[src/inc/vic_pkg.sv]
// package: constants and types for the vectored interrupt controller block
`default_nettype none
package vic_pkg;
    localparam int unsigned NUM_SRC    = 32;
    localparam int unsigned PRIO_W     = 3;
    localparam int unsigned SRC_W      = 5;
    localparam int unsigned VEC_W      = 32;
    // peripheral identifiers
    localparam logic [4:0]  ID_FAST    = 5'h00;
    localparam logic [4:0]  ID_SYS     = 5'h01;
    localparam logic [4:0]  ID_CONV    = 5'h05;
    localparam logic [4:0]  ID_USBH    = 5'h14;
    localparam logic [4:0]  ID_EXT0    = 5'h1D;
    localparam logic [4:0]  ID_EXT2    = 5'h1F;
    // identifiers whose clock enables are writable
    localparam logic [31:0] CLK_GATEABLE = 32'h1FEF_FFDC;
    // identifiers of the fast input and external lines
    localparam logic [31:0] EXT_SRC_MASK = 32'hE000_0001;
    // reset values and nesting stack depth
    localparam logic [31:0] MASK_RST   = 32'h0000_0000;
    localparam logic [31:0] MODE_RST   = 32'h0000_0000;
    localparam logic [31:0] CLK_EN_RST = 32'h0000_0000;
    localparam logic [2:0]  PRIO_RST   = 3'h0;
    localparam logic [4:0]  NONE_SRC   = 5'h00;
    localparam logic [3:0]  STACK_DEPTH = 4'h8;
    typedef enum logic [2:0] {
        VIC_IDLE  = 3'b001,
        VIC_SERVE = 3'b010,
        VIC_DONE  = 3'b100
    } vic_svc_t;
endpackage : vic_pkg
`default_nettype wire

[src/vic_vec_mem.sv]
// vector memory: one 32-bit vector per source, registered read data
`timescale 1ns/1ps
`default_nettype none
module vic_vec_mem (
    // clock input
    input  wire logic        ref_clk_i,
    // write port
    input  wire logic        wr_en_i,
    input  wire logic [4:0]  wr_idx_i,
    input  wire logic [31:0] wr_data_i,
    // read port
    input  wire logic [4:0]  rd_idx_i,
    output logic      [31:0] rd_data_o
);
    logic [31:0] mem_q [32];

    always_ff @(posedge ref_clk_i) begin
        if (wr_en_i) begin
            mem_q[wr_idx_i] <= wr_data_i;
        end
        rd_data_o <= mem_q[rd_idx_i];
    end
endmodule : vic_vec_mem
`default_nettype wire

[src/vic_clk_map.sv]
// peripheral clock-enable map: set/clear writes and converter auto clock
`timescale 1ns/1ps
`default_nettype none
module vic_clk_map (
    // clock and reset
    input  wire logic        ref_clk_i,
    input  wire logic        sys_rst_i,
    // set and clear strobes, one bit per identifier
    input  wire logic [31:0] clk_set_i,
    input  wire logic [31:0] clk_clr_i,
    // converter handshake
    input  wire logic        conv_start_i,
    input  wire logic        conv_done_i,
    input  wire logic        conv_sleep_i,
    // outputs
    output logic      [31:0] clk_en_o,
    output logic             conv_clk_o
);
    logic [31:0] en_d;
    logic        conv_d;

    // only gateable identifiers take set/clear
    assign en_d = (clk_en_o | (clk_set_i & vic_pkg::CLK_GATEABLE))
                & ~(clk_clr_i & vic_pkg::CLK_GATEABLE); // RULE15 RULE16 RULE18

    // converter clock starts on conversion, stops after it in sleep mode
    assign conv_d = conv_start_i ? 1'b1 :
                    (conv_done_i && conv_sleep_i) ? 1'b0 : conv_clk_o; // RULE17

    always_ff @(posedge ref_clk_i) begin
        if (sys_rst_i) begin
            clk_en_o   <= vic_pkg::CLK_EN_RST;
            conv_clk_o <= 1'b0;
        end else begin
            clk_en_o   <= en_d;
            conv_clk_o <= conv_d;
        end
    end
endmodule : vic_clk_map
`default_nettype wire

[src/vic_top.sv]
// vectored interrupt controller with peripheral identifier clock map
// Operation
// (RULE1) drive active-low normal and fast requests from prioritised and forced sources
// (RULE2) thirty-two sources, each individually maskable with its own vector
// (RULE3) source 0 goes only to fast line, outside priority scheme
// (RULE4) source 1 is OR of eight system block interrupts
// (RULE5) edge or level per source; external lines also pick polarity
// (RULE6) three external lines plus the external fast input
// (RULE7) eight-level priority over sources 1..31 drives normal request
// (RULE8) higher-priority pending source re-asserts request during service
// (RULE9) one 32-bit vector per source; vector read returns current one
// (RULE10) protect mode stops vector reads from changing state
// (RULE11) fast forcing moves any normal source onto fast line
// (RULE12) identifiers 2..16: io, converter, serial, card, usb, bus, spi
// (RULE13) identifiers 17..28: timers, usb host, mac, sensor, serial, bus
// (RULE14) fast input is identifier 0, external lines are 29..31
// (RULE15) external line identifiers have no clock gating
// (RULE16) set/clear of clocks for fixed identifiers does nothing
// (RULE17) converter clock starts on conversion, stops after it in sleep
// (RULE18) system peripherals never gated; identifier 1 only for interrupts
// (RULE19) source 1 is always level-sensitive
`timescale 1ns/1ps
`default_nettype none
module vic_top (
    // clock and reset
    input  wire logic        ref_clk_i,
    input  wire logic        sys_rst_i,
    // external pins (asynchronous)
    input  wire logic        fast_interrupt_input_i,
    input  wire logic        external_irq_line_0_i,
    input  wire logic        external_irq_line_1_i,
    input  wire logic        external_irq_line_2_i,
    // system block interrupts feeding source 1
    input  wire logic        sdram_irq_i,
    input  wire logic        debug_serial_unit_irq_i,
    input  wire logic        periodic_interval_timer_irq_i,
    input  wire logic        real_time_timer_irq_i,
    input  wire logic        watchdog_irq_i,
    input  wire logic        reset_ctrl_irq_i,
    input  wire logic        power_clock_manager_irq_i,
    input  wire logic        flash_controller_irq_i,
    // on-chip peripheral interrupts, bit index is identifier
    input  wire logic [31:0] periph_irq_i,
    // configuration
    input  wire logic [31:0] src_mask_i,
    input  wire logic [31:0] src_edge_i,
    input  wire logic [31:0] src_pol_i,
    input  wire logic [31:0] fast_force_i,
    input  wire logic [95:0] src_prio_i,
    input  wire logic        protect_i,
    // vector programming
    input  wire logic        vec_wr_i,
    input  wire logic [4:0]  vec_wr_idx_i,
    input  wire logic [31:0] vec_wr_data_i,
    // service handshake
    input  wire logic        vec_rd_i,
    input  wire logic        eoi_i,
    input  wire logic        fast_ack_i,
    // clock map
    input  wire logic [31:0] clk_set_i,
    input  wire logic [31:0] clk_clr_i,
    input  wire logic        conv_start_i,
    input  wire logic        conv_done_i,
    input  wire logic        conv_sleep_i,
    // processor lines
    output logic             normal_irq_request_n_o,
    output logic             fast_irq_request_n_o,
    // status
    output logic      [31:0] vec_data_o,
    output logic      [4:0]  cur_src_o,
    output logic      [31:0] pending_o,
    output logic      [31:0] clk_en_o,
    output logic             conv_clk_o
);
    // pin synchronisers
    logic [3:0]  pin_s1_q;
    logic [3:0]  pin_s2_q;
    // level history for edge detect
    logic [31:0] lvl_prev_q;
    logic [31:0] pend_q;
    logic [31:0] pend_d;
    // nesting stack of priorities and sources
    logic [2:0]  stk_prio_q [8];
    logic [4:0]  stk_src_q  [8];
    logic [3:0]  depth_q;
    logic [3:0]  depth_d;
    logic [4:0]  cur_q;
    vic_pkg::vic_svc_t svc_q;
    vic_pkg::vic_svc_t svc_d;

    function automatic logic [2:0] prio_of(input logic [95:0] p,
                                           input logic [4:0] s);
        prio_of = p[s*3 +: 3];
    endfunction : prio_of

    always_ff @(posedge ref_clk_i) begin
        if (sys_rst_i) begin
            pin_s1_q <= 4'h0;
        end else begin
            pin_s1_q <= {external_irq_line_2_i, external_irq_line_1_i,
                         external_irq_line_0_i, fast_interrupt_input_i}; // RULE6
        end
    end

    // only the second stage is read by logic
    always_ff @(posedge ref_clk_i) begin
        if (sys_rst_i) begin
            pin_s2_q <= 4'h0;
        end else begin
            pin_s2_q <= pin_s1_q;
        end
    end

    // raw source vector, index is identifier
    wire [7:0]  sys_lines = {sdram_irq_i, debug_serial_unit_irq_i,
                             periodic_interval_timer_irq_i,
                             real_time_timer_irq_i, watchdog_irq_i,
                             reset_ctrl_irq_i, power_clock_manager_irq_i,
                             flash_controller_irq_i};
    wire        sys_or    = |sys_lines; // RULE4
    wire [31:0] raw_src = {pin_s2_q[3:1], periph_irq_i[28:2], sys_or,
                           pin_s2_q[0]}; // RULE12 RULE13 RULE14
    // polarity applies to the fast input and external lines only, internal are active high
    wire [31:0] pol_inv = src_pol_i & vic_pkg::EXT_SRC_MASK;
    wire [31:0] act_lvl = raw_src ^ pol_inv; // RULE5
    // source 1 never edge
    wire [31:0] is_edge = src_edge_i & ~32'h0000_0002; // RULE19
    wire [31:0] rise    = act_lvl & ~lvl_prev_q;

    // service events clear an edge-pending bit
    wire        vec_take  = vec_rd_i && !protect_i; // RULE10
    wire        fast_take = fast_ack_i && !protect_i; // RULE10
    logic [31:0] clr_edge;
    logic [4:0]  best_src;
    logic [2:0]  best_prio;
    logic        best_ok;

    wire [31:0] pend_vis = pend_q & src_mask_i; // RULE2
    wire [31:0] norm_set = pend_vis & ~fast_force_i & ~32'h0000_0001; // RULE3
    wire [31:0] fast_set = pend_vis & (fast_force_i | 32'h0000_0001); // RULE11

    // highest priority pending normal source; lower index wins ties
    always_comb begin
        best_src  = vic_pkg::NONE_SRC;
        best_prio = vic_pkg::PRIO_RST;
        best_ok   = 1'b0;
        for (int i = 31; i >= 1; i--) begin
            if (norm_set[i] &&
                (!best_ok || prio_of(src_prio_i, 5'(i)) >= best_prio)) begin
                best_src  = 5'(i);
                best_prio = prio_of(src_prio_i, 5'(i));
                best_ok   = 1'b1;
            end
        end
    end // RULE7

    wire [2:0] top_prio = stk_prio_q[3'(depth_q - 4'h1)];
    // nests only above the priority now in service
    wire       above_top = depth_q == 4'h0 || best_prio > top_prio; // RULE8
    wire       nest_room = depth_q < vic_pkg::STACK_DEPTH;
    wire       req_norm  = best_ok && above_top && nest_room; // RULE7 RULE8
    wire       push     = vec_take && req_norm;
    wire       pop      = eoi_i && depth_q != 4'h0 && !protect_i;

    // a push retires the served edge, a fast ack the fast-routed edges
    always_comb begin
        clr_edge = 32'h0000_0000;
        if (push) begin
            clr_edge[best_src] = 1'b1;
        end
        if (fast_take) begin
            clr_edge = clr_edge | (fast_set & is_edge);
        end
    end

    // set wins over clear; level sources follow the line
    wire [31:0] edge_keep = pend_q & ~clr_edge;
    wire [31:0] edge_pend = is_edge & (edge_keep | rise);
    wire [31:0] lvl_pend  = ~is_edge & act_lvl;
    assign pend_d = edge_pend | lvl_pend; // RULE5
    // depth counts nested services, eight at most
    assign depth_d = push ? depth_q + 4'h1 : pop ? depth_q - 4'h1 : depth_q;

    always_comb begin
        svc_d = svc_q;
        unique case (svc_q)
            vic_pkg::VIC_IDLE:  if (push) svc_d = vic_pkg::VIC_SERVE;
            vic_pkg::VIC_SERVE: if (pop && depth_q == 4'h1)
                                    svc_d = vic_pkg::VIC_DONE;
            vic_pkg::VIC_DONE:  svc_d = push ? vic_pkg::VIC_SERVE
                                             : vic_pkg::VIC_IDLE;
            default:            svc_d = vic_pkg::VIC_IDLE;
        endcase
    end

    // follows the live level through reset, so no false edge comes after
    always_ff @(posedge ref_clk_i) begin
        lvl_prev_q <= act_lvl;
    end

    always_ff @(posedge ref_clk_i) begin
        if (sys_rst_i) begin
            pend_q <= 32'h0000_0000;
        end else begin
            pend_q <= pend_d;
        end
    end

    always_ff @(posedge ref_clk_i) begin
        if (sys_rst_i) begin
            depth_q <= 4'h0;
        end else begin
            depth_q <= depth_d;
        end
    end

    always_ff @(posedge ref_clk_i) begin
        if (sys_rst_i) begin
            svc_q <= vic_pkg::VIC_IDLE;
        end else begin
            svc_q <= svc_d;
        end
    end

    // one slot per nesting level holds priority and source
    always_ff @(posedge ref_clk_i) begin
        if (sys_rst_i) begin
            for (int k = 0; k < 8; k++) begin
                stk_prio_q[k] <= vic_pkg::PRIO_RST;
                stk_src_q[k]  <= vic_pkg::NONE_SRC;
            end
        end else if (push) begin
            stk_prio_q[depth_q[2:0]] <= best_prio;
            stk_src_q[depth_q[2:0]]  <= best_src;
        end
    end

    // on the last pop the controller returns to no source in service
    always_ff @(posedge ref_clk_i) begin
        if (sys_rst_i) begin
            cur_q <= vic_pkg::NONE_SRC;
        end else if (push) begin
            cur_q <= best_src;
        end else if (pop) begin
            cur_q <= (depth_q == 4'h1) ? vic_pkg::NONE_SRC
                                       : stk_src_q[3'(depth_q - 4'h2)];
        end
    end

    // outputs from flip-flops, active low requests
    always_ff @(posedge ref_clk_i) begin
        if (sys_rst_i) begin
            normal_irq_request_n_o <= 1'b1;
        end else begin
            normal_irq_request_n_o <= !req_norm; // RULE1
        end
    end

    // source 0 and forced sources share the fast line
    always_ff @(posedge ref_clk_i) begin
        if (sys_rst_i) begin
            fast_irq_request_n_o <= 1'b1;
        end else begin
            fast_irq_request_n_o <= !(|fast_set); // RULE1 RULE11
        end
    end

    // pending shows raw state, the mask acts on requests only
    always_ff @(posedge ref_clk_i) begin
        if (sys_rst_i) begin
            pending_o <= 32'h0000_0000;
        end else begin
            pending_o <= pend_q;
        end
    end
    assign cur_src_o = cur_q;

    // vector read returns the vector of the source being selected
    wire [4:0] vec_idx = req_norm ? best_src : cur_q; // RULE9

    vic_vec_mem u_vec (
        .ref_clk_i (ref_clk_i),
        .wr_en_i   (vec_wr_i),
        .wr_idx_i  (vec_wr_idx_i),
        .wr_data_i (vec_wr_data_i),
        .rd_idx_i  (vec_idx),
        .rd_data_o (vec_data_o)
    );

    vic_clk_map u_clk (
        .ref_clk_i    (ref_clk_i),
        .sys_rst_i    (sys_rst_i),
        .clk_set_i    (clk_set_i),
        .clk_clr_i    (clk_clr_i),
        .conv_start_i (conv_start_i),
        .conv_done_i  (conv_done_i),
        .conv_sleep_i (conv_sleep_i),
        .clk_en_o     (clk_en_o),
        .conv_clk_o   (conv_clk_o)
    );
endmodule : vic_top
`default_nettype wire

[config.mk]
export PLATFORM = sky130hd
export DESIGN_NAME = vic_top
export DESIGN_NICKNAME = d
export VERILOG_FILES = /design/src/inc/vic_pkg.sv /design/src/vic_vec_mem.sv /design/src/vic_clk_map.sv /design/src/vic_top.sv
export SDC_FILE = /design/constraint.sdc
export NUM_CORES = 2
export LEC_CHECK = 0
export CAP_MARGIN = 20
export CELL_PAD_IN_SITES_DETAIL_PLACEMENT = 0
export CELL_PAD_IN_SITES_GLOBAL_PLACEMENT = 2
export CORE_ASPECT_RATIO = 1.1
export CORE_MARGIN = 3
export CORE_UTILIZATION = 47
export DETAILED_ROUTE_END_ITERATION = 10
export DONT_BUFFER_PORTS = 1
export GPL_ROUTABILITY_DRIVEN = 0
export PLACE_DENSITY = 0.85
export SLEW_MARGIN = 20
export SYNTH_ARGS = -nofsm -noshare
export SYNTH_HDL_FRONTEND = slang
export SYNTH_SLANG_ARGS = --single-unit
[constraint.sdc]
create_clock -name ref_clk_i -period 76.6 [get_ports ref_clk_i]
set_clock_uncertainty 0.05 [all_clocks]
set_input_delay 15.32 -clock ref_clk_i [delete_from_list [all_inputs] [get_ports ref_clk_i]]
set_output_delay 15.32 -clock ref_clk_i [all_outputs]
set_load 0.05 [all_outputs]
Word-level counts from Yosys, hierarchy flattened
Memory sizes are Yosys's and may differ from the RTL's. A register that Yosys moved wholly into a read port is not among the register bits.
Index checks and enable logic that the tools add are counted.
{"block": "totals", "wordCells": 300, "ramBits": 1088, "latch_bits": 0, "n_memories": 3, "output_inout_bits": 104, "ff_bits": 148, "rom_bits": 0}
{"block": "classes", "multipliers": 0, "reduce_logical": 111, "bitwise": 19, "mux": 118, "n_shift": 0, "order_cmp": 34, "eq_ne": 1, "addsub": 3, "div_mod_pow": 0}
{"name": "u_vec.mem_q", "words": 32, "word_bits": 32, "rd": 1, "rd_clocked_by_memory_dff": 1, "write_ports": 1, "line_no": "vic_vec_mem.sv:15", "text": "logic [31:0] mem_q [32];"}
{"name": "stk_src_q", "words": 8, "word_bits": 5, "rd": 1, "rd_clocked_by_memory_dff": 0, "write_ports": 8, "line_no": "vic_top.sv:84", "text": "logic [4:0] stk_src_q [8];"}
{"name": "stk_prio_q", "words": 8, "word_bits": 3, "rd": 1, "rd_clocked_by_memory_dff": 0, "write_ports": 8, "line_no": "vic_top.sv:83", "text": "logic [2:0] stk_prio_q [8];"}
{"operator": "AND 32 bit", "count": 9}
{"operator": "two-way mux 5 bit", "count": 36}
{"operator": "inverter 32 bit", "count": 4}
{"operator": "two-way mux 3 bit", "count": 34}
{"operator": "bitwise OR 32 bit", "count": 3}
{"operator": ">= comparator 3 bit", "count": 30}
{"operator": "two-way mux 32 bit", "count": 2}
{"operator": "two-way mux 1 bit", "count": 43}
{"operator": "logical AND 1 bit", "count": 39}
{"operator": "zero test 1 bit", "count": 33}
{"operator": "inverter 29 -> 32 bit", "count": 1}
{"operator": "bitwise OR 32 x 29 -> 32 bit", "count": 1}
{"operator": "OR reduction 32 bit", "count": 1}
{"operator": "bitwise XOR 32 bit", "count": 1}
{"operator": "logical OR 1 bit", "count": 31}
{"operator": "two-way mux 4 bit", "count": 2}
{"operator": "OR reduction 8 bit", "count": 1}
{"operator": "less-than comparator 5 x 6 -> 1 bit, second input constant", "count": 1}
{"operator": "demux 1 bit (select 5 bit)", "count": 1}
{"operator": ">= comparator 5 x 1 -> 1 bit, second input constant", "count": 1}
{"operator": "OR reduction 5 bit", "count": 1}
{"operator": "adder 4 x 1 -> 4 bit, second input constant", "count": 1}
{"operator": "equality test 4 x 1 -> 1 bit, second input constant", "count": 1}
{"operator": "zero test 4 bit", "count": 1}
{"operator": "other kinds (7)", "count": 8}

Longest topological paths before layout
{"block": "depth", "depth_word": 136, "mapped_depth": 227, "mapped_depth_nobuf": 222}

Cells and area by module
Synthesis repeated with hierarchy kept, for this count alone.
{"block": "hier_totals", "hier_cells": 3829, "area_unflattened_um2": 54098.1}
{"mod": "vic_vec_mem", "area_each_um2": 40485.1, "instances": 1, "cells_each": 2260}
{"mod": "vic_top", "area_each_um2": 12637.1, "instances": 1, "cells_each": 1479}
{"mod": "vic_clk_map", "area_each_um2": 975.9, "instances": 1, "cells_each": 90}

Worst setup path before layout
No wires, ideal clock.
{"block": "synth_path", "path_kind": "input to register", "from": "input src_mask_i[31]", "to": "memory stk_prio_q[0][0], enable pin", "slack_ps": 18081, "path_stages": 210, "required_time_ps": 76221, "t_arrival_ps": 58140, "cell_sequence": "and3b_1 > buf_6 > and2_1 > ha_1 > nand2b_2 > a311oi_2 > nor2_2 > a22o_1 > ha_1 > or3b_1 > a221oi_2 > or2b_2 > mux2_2 > ha_1 > nor2_1 > a21oi_1 > o31a_1 > a211oi_2 > [174 not listed] > mux2_2 > ha_1 > nand2b_1 > a21o_1 > a21oi_1 > o32ai_2 > a221oi_1 > inv_1 > ha_1 > a21oi_1 > a31oi_1 > a21oi_1 > nor2_1 > o41ai_4 > nor3b_1 > clkbuf_8 > nand4_2 > nand2_1"}
{"element": "start: declaration", "line_no": "vic_top.sv:45", "text": "input wire logic [31:0] src_mask_i,"}
{"element": "end: declaration", "line_no": "vic_top.sv:83"}

Worst setup path in the final report
{"block": "layout_path", "from": "input fast_force_i[31]", "to": "register u_vec.rd_data_o[17] (read register of u_vec.mem_q)"}
{"block": "layout_via", "elab_chain_len": 128}
{"element": "start: declaration", "line_no": "vic_top.sv:48", "text": "input wire logic [31:0] fast_force_i,"}
{"element": "inverter 32 bit *", "line_no": "vic_top.sv:139", "text": "wire [31:0] norm_set = pend_vis & ~fast_force_i & ~32'h0000_0001;"}
{"element": "AND 32 bit *", "line_no": "vic_top.sv:139"}
{"element": "two-way mux 3 bit / two-way mux 1 bit (equally long branches)", "line_no": "vic_top.sv:148", "text": "if (norm_set[i] &&"}
{"element": ">= comparator 3 bit / zero test 1 bit (equally long branches)", "line_no": "vic_top.sv:149", "text": "(!best_ok || prio_of(src_prio_i, 5'(i)) >= best_prio)) begin"}
{"element": "logical OR 1 bit", "line_no": "vic_top.sv:149"}
{"element": "logical AND 1 bit", "line_no": "vic_top.sv:148"}
{"element": "two-way mux 3 bit / two-way mux 1 bit (equally long branches)", "line_no": "vic_top.sv:148"}
{"element": ">= comparator 3 bit / zero test 1 bit (equally long branches)", "line_no": "vic_top.sv:149"}
{"element": "[112 not listed]"}
{"element": "logical OR 1 bit", "line_no": "vic_top.sv:149"}
{"element": "logical AND 1 bit", "line_no": "vic_top.sv:148"}
{"element": "two-way mux 3 bit *", "line_no": "vic_top.sv:148"}
{"element": "via best_prio[1]", "line_no": "vic_top.sv:135", "text": "logic [2:0] best_prio;"}
{"element": "greater-than comparator 3 bit *", "line_no": "vic_top.sv:159", "text": "wire above_top = depth_q == 4'h0 || best_prio > top_prio;"}
{"element": "logical OR 1 bit *", "line_no": "vic_top.sv:159"}
{"element": "logical AND 1 bit * (2 in a row)", "line_no": "vic_top.sv:161", "text": "wire req_norm = best_ok && above_top && nest_room;"}
{"element": "two-way mux 5 bit *", "line_no": "vic_top.sv:279", "text": "wire [4:0] vec_idx = req_norm ? best_src : cur_q;"}
{"element": "end: declaration", "line_no": "vic_vec_mem.sv:13", "text": "output logic [31:0] rd_data_o"}
The timed path passes the listed nets; every way through them passes the cells marked *.
A chain may end at the register's enable or synchronous reset.

==> results.toml <==
[final_layout]
drive_above_1_share_pct = 21.4
fin_nets = 3640
layout_common_cells = "edfxtp_1, mux4_2, nor2_1"
final_cell_area_um2 = 58200
fillerInstances = 8537
layout_commonest_cell = "edfxtp_1"
synthToLayoutAreaGrowth_pct = 11.1

[pwr]
net-switching-power_mw = 0.717
pwr_density_cell_nw_per_um2 = 37.3
clkPwrFrac_pct = 27.0
vdd_drop_max_mv = 0.0649
p_leak_nw = 18.8
seq_power_share_pct = 38.0
p_sw_share_pct = 33.0
power.internal_mw = 1.45
combPwrFrac_pct = 35.0

[clocking]
postCtsHoldBufs = 0
cts_root_buf = "clkbuf_16"
numCtsBuffers = 120
clk_pin_slew_ns = 0.06
cts_sinks = 1260
post-cts-setup-buffers = 0
postCtsResizedCells = 0
cts_buffer_depth = 3
cts_tree = "done"
ctsHtreeMaxLevel = 3
worstSkewPairLatency_ns = 0.73

[drt]
wire_per_inst_um = 29.8
drt_iter0_markers = 3425
top_layer_used = "met4"
routed_wl_um = 142000
dr_wl_met3_um = 12900
drtPass1Iterations = 6
vias = 29700
drcViolationCount = 0
drt-met1-wl_um = 53200
viasPerCell = 6.23
drtAntennaViolNets = 0
met2WireLength_um = 71000

[critical_path]
worstPathRequired_ns = 77.09
slowest_stage = "buf_4"
critPathLaunchType = "primary input"
r2r_cells = 214
crit_type = "in -> reg"
crit_path_max_fanout = 65
crit_end = "u_vec.rd_data_o[17]$_DFF_P_"
cp-startpoint = "fast_force_i[31]"
r2r_start = "pend_q[31]$_SDFF_PP0_"
slowest_delay_ns = 0.81
reg2reg_setup_slack_ns = 24.14
cp_common_cell = "ha_1"
cp.arrival_ns = 67.18
rr_endpoint = "u_vec.rd_data_o[17]$_DFF_P_"
endpoint_kind = "flip-flop"

[synth]
yosysUniqueCellTypes = 121
synth_edf_count = 1088
synthAdderAreaFrac_pct = 1.99
seq_area_frac_synth_pct = 68.9
postSynth.asyncResetShare_pct = 0
synth_area_per_cell_um2 = 16.8
synth-simple-area-share_pct = 7.83
synth_top_family_by_area = "multiplexers"
synth_compound_gate_area_share_pct = 6.72
syn_area_um2 = 52400
dominantRegCellSynth = "edfxtp_1"
syn_inst = 3125
yosysWarningCount = 0
synth_xor_area_share_pct = 0.134
muxShareOfSynthArea_pct = 12.5
ys_ff_latch = 1260

[timing]
hold_viol_final = 0
rsz0062_at_grt = "false"
fin_crit_sh_pct = 87.1
finalSetupTns_ns = 0
fin_crit_ns = 66.69
fmax_mhz = 15.0
maxSlewViolCount = 0
relSlewSlack_pct = 29.9
worst_pin_slew_ns = 1.05
finalSetupViolations = 0

[hold_path]
hold_start = "pin_s1_q[1]$_SDFF_PP0_"
hold_path_class = "reg -> reg"

[run]
max-cap-violations = 0

[floorplanning]
die_y_um = 356
die_width_um = 324
rows = 127
io_pins = 483
start_util_pct = 47.7
die_area_um2 = 116000
coreArea_um2 = 110000

[grt]
grt_first_pass_wirelength_um = 206000
track_usage_pct = 24.3
grt_overflow_total = 0
grt_pass1_vias = 30100
grt_max_degree = 114
antenna_found_initial = 4

[placement]
hpwl_um = 88500
io_buffers = 0
place_area_um2 = 54300

[run_status]
status = "finished clean"
## metal layers
layer	GRT usage (%)	vias to the layer above
met5	0	-
met4	9.70	0
met3	5.50	254
met2	41.1	1502
met1	30.6	15300
li1	-	12700
## state kept, by name, summed over array words and instances, names as in the netlist
register / flops
cur_src_o: 5
u_vec.mem_q: 1024
lvl_prev_q: 31
stk_prio_q: 24
stk_src_q: 40
pin_s2_q: 4
u_clk.clk_en_o: 25
depth_q: 4
u_vec.rd_data_o: 32
pending_o: 32
pin_s1_q: 4
fast_irq_request_n_o: 1
pend_q: 32
normal_irq_request_n_o: 1
u_clk.conv_clk_o: 1
## through the flow
stage	total power [mW]	worst slack (ns)	hold WS [ns]	util, %	instances
after floorplan	1.43	18.08	0.364	-	3131
after global placement	1.59	10.23	0.386	49.5	4546
after detailed placement	1.61	9.67	0.376	49.5	4546
after CTS	2.19	10.28	0.391	53.0	4772
after global routing	2.27	6.12	0.414	53.0	4776
final	2.17	9.91	0.386	53.0	4777
## power groups by stage
stage | clock [mW] | sequential, mW | combinational (mW)
final | 0.586 | 0.825 | 0.760
after global routing | 0.626 | 0.827 | 0.816
after CTS | 0.597 | 0.825 | 0.772
after detailed placement | 0 | 0.840 | 0.768
after global placement | 0 | 0.839 | 0.755
after floorplan | 0 | 0.831 | 0.597
## cells in the mapped netlist (7+ instances only)
library cell	instances	area share, %
a211oi_1	15	0.21
a21boi_0	7	0.10
a21o_1	14	0.20
a21oi_1	92	0.88
a221oi_1	7	0.12
a31o_2	7	0.12
a31oi_1	25	0.30
and2_1	15	0.18
and3_1	13	0.16
buf_2	37	0.35
buf_4	20	0.29
buf_6	17	0.37
clkbuf_1	46	0.33
dfxtp_1	172	6.6
edfxtp_1	1088	62
ha_1	76	1.8
inv_1	69	0.49
maj3_1	9	0.17
mux2_2	21	0.45
mux2i_1	11	0.21
mux4_2	272	12
nand2_1	166	1.2
nand2_2	7	0.084
nand2b_1	23	0.27
nand3_1	82	0.78
nand3b_1	20	0.29
nand4_1	12	0.14
nor2_1	206	1.5
nor2_2	10	0.12
nor2b_1	50	0.60
nor3_1	46	0.44
nor3b_1	9	0.13
nor4_1	27	0.32
nor4_2	15	0.36
o2111ai_1	26	0.43
o211ai_1	14	0.20
o21a_1	14	0.20
o21ai_0	39	0.37
o22ai_1	131	1.6
or2_2	25	0.30
or3_1	7	0.084
## final cells by class
type                    count  area, um2  share of cell area (%)
inverters                  69        259                   0.445
well taps                1483       1860                    3.19
multi-input cells        1676      15600                    26.8
clock inverters            81        797                    1.37
flip-flops and latches   1260      36100                    62.0
repair buffers             58        460                   0.791
clock buffers             145       3130                    5.37
diodes                      5       12.5                  0.0215
## how the worst min path moves through the flow
stage | endpoint | slack [ns] | depth (start not counted)
after floorplan | pin_s2_q[0]$_SDFF_PP0_ | 0.36 | 1
after global placement | lvl_prev_q[0]$_DFF_P_ | 0.39 | 1
after detailed placement | pin_s2_q[1]$_SDFF_PP0_ | 0.38 | 1
after CTS | pin_s2_q[1]$_SDFF_PP0_ | 0.39 | 1
after global routing | pin_s2_q[2]$_SDFF_PP0_ | 0.41 | 1
final | pin_s2_q[1]$_SDFF_PP0_ | 0.39 | 1
## cell families (layout without fill, tap and decap cells)
group / after synthesis / after routing
flops: 1260 / 1260
simple gates: 778 / 778
compound gates: 488 / 488
mux: 310 / 310
buf+inv: 195 / 353
fa+ha+maj: 85 / 85
xor+xnor: 8 / 8
other cells: 1 / 12
## worst max-delay path, delay by kind of cell
kind	cells	cell delay, ns
compound gates	71	16.46
simple gates	76	13.96
fa+ha+maj	39	11.22
mux	21	7.82
buf+inv	7	2.25
(Power assumes the default switching activity.)
